`src/hw/sar_pkg.sv`:
```
// Shared constants and types of the serial converter readout.
package sar_pkg;
  localparam int SAR_CODE_W = 10;
  localparam int SAR_FRAME_W = 16;
  localparam int SAR_CNT_W = 5;
  localparam logic [3:0] SAR_LEAD_ZEROS = 4'h0;
  localparam logic [1:0] SAR_TRAIL_ZEROS = 2'h0;
  localparam logic [SAR_CNT_W-1:0] SAR_CNT_RST = 5'h00;
  localparam logic [SAR_CNT_W-1:0] SAR_PD_FIRST_FALL = 5'h02;
  localparam logic [SAR_CNT_W-1:0] SAR_PD_END_FALL = 5'h0a;
  localparam logic [SAR_CNT_W-1:0] SAR_WAKE_FALL = 5'h0a;
  localparam logic [SAR_CNT_W-1:0] SAR_ACQ_FALL = 5'h0d;
  localparam logic [SAR_CNT_W-1:0] SAR_LAST_FALL = 5'h10;

  typedef enum logic [1:0] {
    SAR_IDLE = 2'h0,
    SAR_SHIFT = 2'h1,
    SAR_TAIL = 2'h3
  } sar_state_e;

  typedef struct packed {
    logic powered_down;
    logic converting;
  } sar_stat_s;
endpackage

```
`src/hw/sar_sync.sv`:
```
// Two-flop synchroniser for pins from outside the clock domain.
`timescale 1ns/10ps
`default_nettype none
module sar_sync #(
  parameter int W = 1,
  parameter logic [W-1:0] RST_VAL = '0
) (
  input wire logic clk,
  input wire logic rst_b,
  input wire logic [W-1:0] din,
  output logic [W-1:0] dout
);
  logic [W-1:0] meta_r;

  always_ff @(posedge clk) begin
    if (!rst_b) begin
      meta_r <= RST_VAL;
      dout <= RST_VAL;
    end else begin
      meta_r <= din;
      dout <= meta_r;
    end
  end
endmodule
`default_nettype wire

```
`src/hw/sar_readout.sv`:
```
// Serial readout and power control of the sampling converter.
`timescale 1ns/10ps
`default_nettype none
module sar_readout (
  input wire logic clk,
  input wire logic rst_b,
  input wire logic sel_b,
  input wire logic sclk,
  input wire logic [sar_pkg::SAR_CODE_W-1:0] analog_input,
  output logic serial_out,
  output logic serial_out_oe,
  output sar_pkg::sar_stat_s stat
);
  import sar_pkg::*;

  logic sel_s, sel_q, sclk_s, sclk_q;
  logic [SAR_CODE_W-1:0] ana_s;
  logic [SAR_CODE_W-1:0] code_r;
  logic [SAR_FRAME_W-1:0] frame_r;
  logic [SAR_CNT_W-1:0] cnt_r;
  sar_state_e state_r;
  logic sel_fall, sel_rise, sclk_fall, sclk_rise, in_cycle, pd_win;
  // Each status flag has its own flop so that exactly one process owns it.
  logic pd_r, conv_r;

  sar_sync #(.W(1), .RST_VAL(1'h1)) u_sel_sync (
    .clk(clk),
    .rst_b(rst_b),
    .din(sel_b),
    .dout(sel_s)
  );

  sar_sync #(.W(1), .RST_VAL(1'h0)) u_sclk_sync (
    .clk(clk),
    .rst_b(rst_b),
    .din(sclk),
    .dout(sclk_s)
  );

  // The input is treated as quasi-static around the sampling instant.
  sar_sync #(.W(SAR_CODE_W), .RST_VAL('0)) u_ana_sync (
    .clk(clk),
    .rst_b(rst_b),
    .din(analog_input),
    .dout(ana_s)
  );

  always_ff @(posedge clk) begin
    if (!rst_b) begin
      sel_q <= 1'h1;
      sclk_q <= 1'h0;
    end else begin
      sel_q <= sel_s;
      sclk_q <= sclk_s;
    end
  end

  // Pin edges take effect three clock edges after they occur, so the host
  // must keep every shift-clock phase at least four clocks long.
  assign sel_fall = sel_q & ~sel_s;
  assign sel_rise = ~sel_q & sel_s;
  assign sclk_fall = sclk_q & ~sclk_s;
  assign sclk_rise = ~sclk_q & sclk_s;
  assign in_cycle = (state_r != SAR_IDLE);
  assign pd_win = (cnt_r >= SAR_PD_FIRST_FALL) && (cnt_r < SAR_PD_END_FALL);
  assign stat = '{powered_down: pd_r, converting: conv_r};

  always_ff @(posedge clk) begin
    if (!rst_b) begin
      code_r <= '0;
    end else if (sel_fall) begin
      code_r <= ana_s;
    end
  end

  // Frame sequencing and the output pin.
  always_ff @(posedge clk) begin
    if (!rst_b) begin
      state_r <= SAR_IDLE;
      cnt_r <= SAR_CNT_RST;
      frame_r <= '0;
      serial_out <= 1'h0;
      serial_out_oe <= 1'h0;
    end else if (sel_rise) begin
      state_r <= SAR_IDLE;
      serial_out <= 1'h0;
      serial_out_oe <= 1'h0;
    end else if (sel_fall) begin
      state_r <= SAR_SHIFT;
      cnt_r <= SAR_CNT_RST;
      serial_out <= 1'h0;
      serial_out_oe <= 1'h1;
      frame_r <= {SAR_LEAD_ZEROS, pd_r ? {SAR_CODE_W{1'b0}} : ana_s,
                  SAR_TRAIL_ZEROS};
    end else if (sclk_fall && in_cycle) begin
      cnt_r <= cnt_r + 5'h01;
      case (state_r)
        SAR_SHIFT: begin
          if (cnt_r == SAR_LAST_FALL - 5'h01) begin
            state_r <= SAR_TAIL;
            serial_out <= 1'h0;
            serial_out_oe <= 1'h0;
          end else begin
            serial_out <= frame_r[SAR_FRAME_W-2];
            frame_r <= {frame_r[SAR_FRAME_W-2:0], 1'h0};
          end
        end
        SAR_TAIL: begin
          // Extra edges after the frame keep the pin released; the count
          // saturates so a very long dummy cycle cannot wrap it.
          cnt_r <= cnt_r;
        end
        default: begin
          state_r <= SAR_IDLE;
        end
      endcase
    end
  end

  // Power-down entry and wake-up.
  always_ff @(posedge clk) begin
    if (!rst_b) begin
      pd_r <= 1'h0;
    end else if (sel_rise && in_cycle && pd_win) begin
      pd_r <= 1'h1;
    end else if (sclk_fall && in_cycle && !sel_rise &&
                 cnt_r == SAR_WAKE_FALL - 5'h01) begin
      pd_r <= 1'h0;
    end
  end

  // Conversion busy until the acquisition point or an abort.
  always_ff @(posedge clk) begin
    if (!rst_b) begin
      conv_r <= 1'h0;
    end else if (sel_fall) begin
      conv_r <= 1'h1;
    end else if (sel_rise) begin
      conv_r <= 1'h0;
    end else if (sclk_rise && cnt_r >= SAR_ACQ_FALL) begin
      conv_r <= 1'h0;
    end
  end
endmodule
`default_nettype wire

```
`config.mk`:
```
export PLATFORM = sky130hd
export DESIGN_NAME = sar_readout
export DESIGN_NICKNAME = d
export VERILOG_FILES = /design/src/hw/sar_pkg.sv /design/src/hw/sar_sync.sv /design/src/hw/sar_readout.sv
export SDC_FILE = /design/constraint.sdc
export NUM_CORES = 1
export LEC_CHECK = 0
export BUFFER_PORTS_ARGS = -buffer_cell sky130_fd_sc_hd__clkbuf_2
export CAP_MARGIN = 20
export CORE_MARGIN = 1.5
export CORE_UTILIZATION = 40
export CTS_CLUSTER_SIZE = 20
export DETAILED_ROUTE_END_ITERATION = 12
export PLACE_DENSITY = 0.67
export SYNTH_ARGS = -nofsm -noshare
export SYNTH_HDL_FRONTEND = slang
export SYNTH_SLANG_ARGS = --single-unit
```
`constraint.sdc`:
```
create_clock -name clk -period 4 [get_ports clk]
set_input_delay 0.2 -clock clk [delete_from_list [all_inputs] [get_ports clk]]
set_output_delay 0.2 -clock clk [all_outputs]
set_load 0.02 [all_outputs]
```
==> metrics <==
status completed; cell with the most instances after synthesis dfxtp_1; Synth Area per Inst 9.550 µm²; crit path time final 2.245 ns; Die Y 75.97 µm; fill count around 480; all-layer global routing usage between 10% and 20%; worst-margin pin slew between 1 and 1.5 ns; dpl cell area approximately 2200 µm²; startpoint types flip-flop; final hold viol count 0; Mapped Cells 223; Pwr Density approximately 370 nW/µm²; CTS Buf Count 5; P_leak between 0.9 and 1 nW; WL/cell 11.77 µm; post-CTS sizing 0; post-route cell area between 2000 and 2500 µm²; drt pass-1 iters 4; source of the critical timing path cnt_r[1]; largest family of logic cells by synthesized area simple AND/OR/NAND/NOR gates; hold buffer count at cts 0; Port Buffers 17; H-tree Lvls 2; Routed Antenna Nets 0; Final Net Count roughly 250; largest net degree at the start of global routing 65; Post-synth top cells dfxtp_1 (50), and2_1 (23), nand2_1 (16); CTS root buf clkbuf_8; ys async rst share 0%; post-synthesis cell type count a little over 40; Clock Path Buffers 2; fmax around 0.45 GHz; syn nets roughly 240; RSZ-0062 raised after global routing false; clock insertion delay at the later pin of the skew report roughly 0.31 ns; Vias/cell between 5 and 6; Yosys top cell area share a little under half; setup TNS 0 ns; global-route wire length before repair around 6300 µm; area growth from synthesis to layout 9.166%; number of enable flip-flop cells after synthesis 0; Max-Cap Viols 0; Syn Std Cell Area approximately 2100 µm²; Data arrival, critical path 2.47 ns; fin crit share between 50% and 60%; Synth Area in Adders under 10%; Synth Warn # 0; Worst setup EP type flip-flop; Rows 26; vias approximately 1.5k; Clock Pin Slew Worst Setup and Hold Paths around 0.1 ns; storage element area around 1000 µm²; critical-path maximum fanout 9; clock skew about 0.021 ns; CTS tree built; aggregate global routing overflow 0; Multi-input gate area approximately 1000 µm²; Synth Area in Compound Gates about a tenth; clk sinks 50; Max transition margin between 30% and 40%; Synth Area in XOR/XNOR less than 1%; initial antenna violation count 0; R2R Setup Slk 1.76 ns; synth top area cells dfxtp_1 (47%), and2_1 (6.8%), mux2i_1 (5.2%); vias in the first global route 1425; #FFs+latches synth 50; mux cell area share after synthesis under 10%; ANT cells 0; DRT iter0 DRCs 52; Worst VDD drop 0.2071 mV; commonest register cell after synthesis dfxtp_1; Initial Util a little over two fifths; post-CTS setup buffer count 0; Die Area a little under 6000 µm²; Die X approximately 76 µm; routability cong. around 0.76; Min-Delay Path Class in -> reg; Synth area leader dfxtp_1; layout cells sized above 1 12.45%; IO Pins 18; DRC 0; # setup viols final 0; DP HPWL approximately 2300 µm; Req. time, crit path 4.23 ns; final wirelength about 3600 µm; register area share after synthesis between 40% and 50%; core box area about 5100 µm²; HP Start sel_b; Synth Area in Simple Gates between 20 and 30%; Worst R2R Start cnt_r[1]; WS Path Type reg -> reg; Max Slew Vio Count 0
## report_power, final
group,switching (mW),internal (mW)
clock,0.160,0.140
sequential,0.00492,0.511
combinational,0.0261,0.0192
## path summary, 6_finish.rpt
| check | to | cells after the start |
|---|---|---|
| worst max-delay path | frame_r[8] | 7 |
| worst min register to register | u_sel_sync.dout | 1 |
| worst max register to register | frame_r[8] | 7 |
| worst min-delay path | u_sel_sync.meta_r | 2 |
## registers in the layout (all words and copies together), names as in the netlist
name / cells
frame_r: 13
u_sclk_sync.meta_r: 1
u_sel_sync.meta_r: 1
sclk_q: 1
pd_r: 1
u_sclk_sync.dout: 1
serial_out_oe: 1
conv_r: 1
cnt_r: 5
state_r: 2
sel_q: 1
u_sel_sync.dout: 1
serial_out: 1
u_ana_sync.dout: 10
u_ana_sync.meta_r: 10
## layout make-up
cell class,instances,area share [%]
multi-input cells,148,43.81
flip-flops and latches,50,43.06
repair buffers,18,3.983
well taps,70,3.767
clock buffers,7,3.714
inverters,9,1.453
clock inverters,1,0.2153
## cell families after synthesis
| family | Yosys count |
|---|---|
| buffers and inverters | 25 |
| muxes | 11 |
| adders and majority gates | 6 |
| xor gates and xnor gates | 1 |
| and+or+nand+nor | 98 |
| AOI/OAI and AO/OA | 32 |
| DFF | 50 |
## per-stage QoR
stage / util (%) / hold WS (ns) / std cells / worst slack [ns] / total power [mW]
after floorplan: - / 0.3015 / 223 / 2.148 / 0.5596
after global placement: 43.58 / 0.3826 / 294 / 1.569 / 0.5720
after detailed placement: 43.73 / 0.3899 / 295 / 1.773 / 0.5729
after CTS: 45.52 / 0.06742 / 303 / 1.742 / 0.8750
after global routing: 45.52 / 0.08930 / 303 / 1.570 / 0.8937
final: 45.52 / 0.07961 / 303 / 1.755 / 0.8607
## critical path, stage by stage (launching register included)
cell and delay (ns):
dfxtp_1 0.50, ha_1 0.22, and3_1 0.16, ha_1 0.25, nor3b_1 0.09, a21boi_1 0.47, buf_4 0.27, mux2i_1 0.18
## placed cells by master (no fill, tap or decap), types with 2 or more instances in the layout
cell,n
dfxtp_1,50
and2_1,23
clkbuf_2,17
nand2_1,16
nor2b_1,12
mux2i_1,11
o21ai_0,10
inv_1,9
and3b_1,9
nand3_1,6
ha_1,6
clkbuf_8,6
o211ai_1,5
nand2b_1,5
or4_1,5
nand3b_1,4
a21oi_1,4
nor3_1,3
nor3b_1,3
nor2_1,3
and3_1,2
nand4b_1,2
nor4_1,2
o31ai_1,2
## routing by layer
metal	up-vias	routed length, µm	global-route usage [%]
li1	782	-	-
met1	715	1806	16.80
met2	28	1555	21.80
met3	6	136	3.373
met4	0	68	6.111
met5	-	0	0
Note: power is estimated with default switching activity, not from simulation.
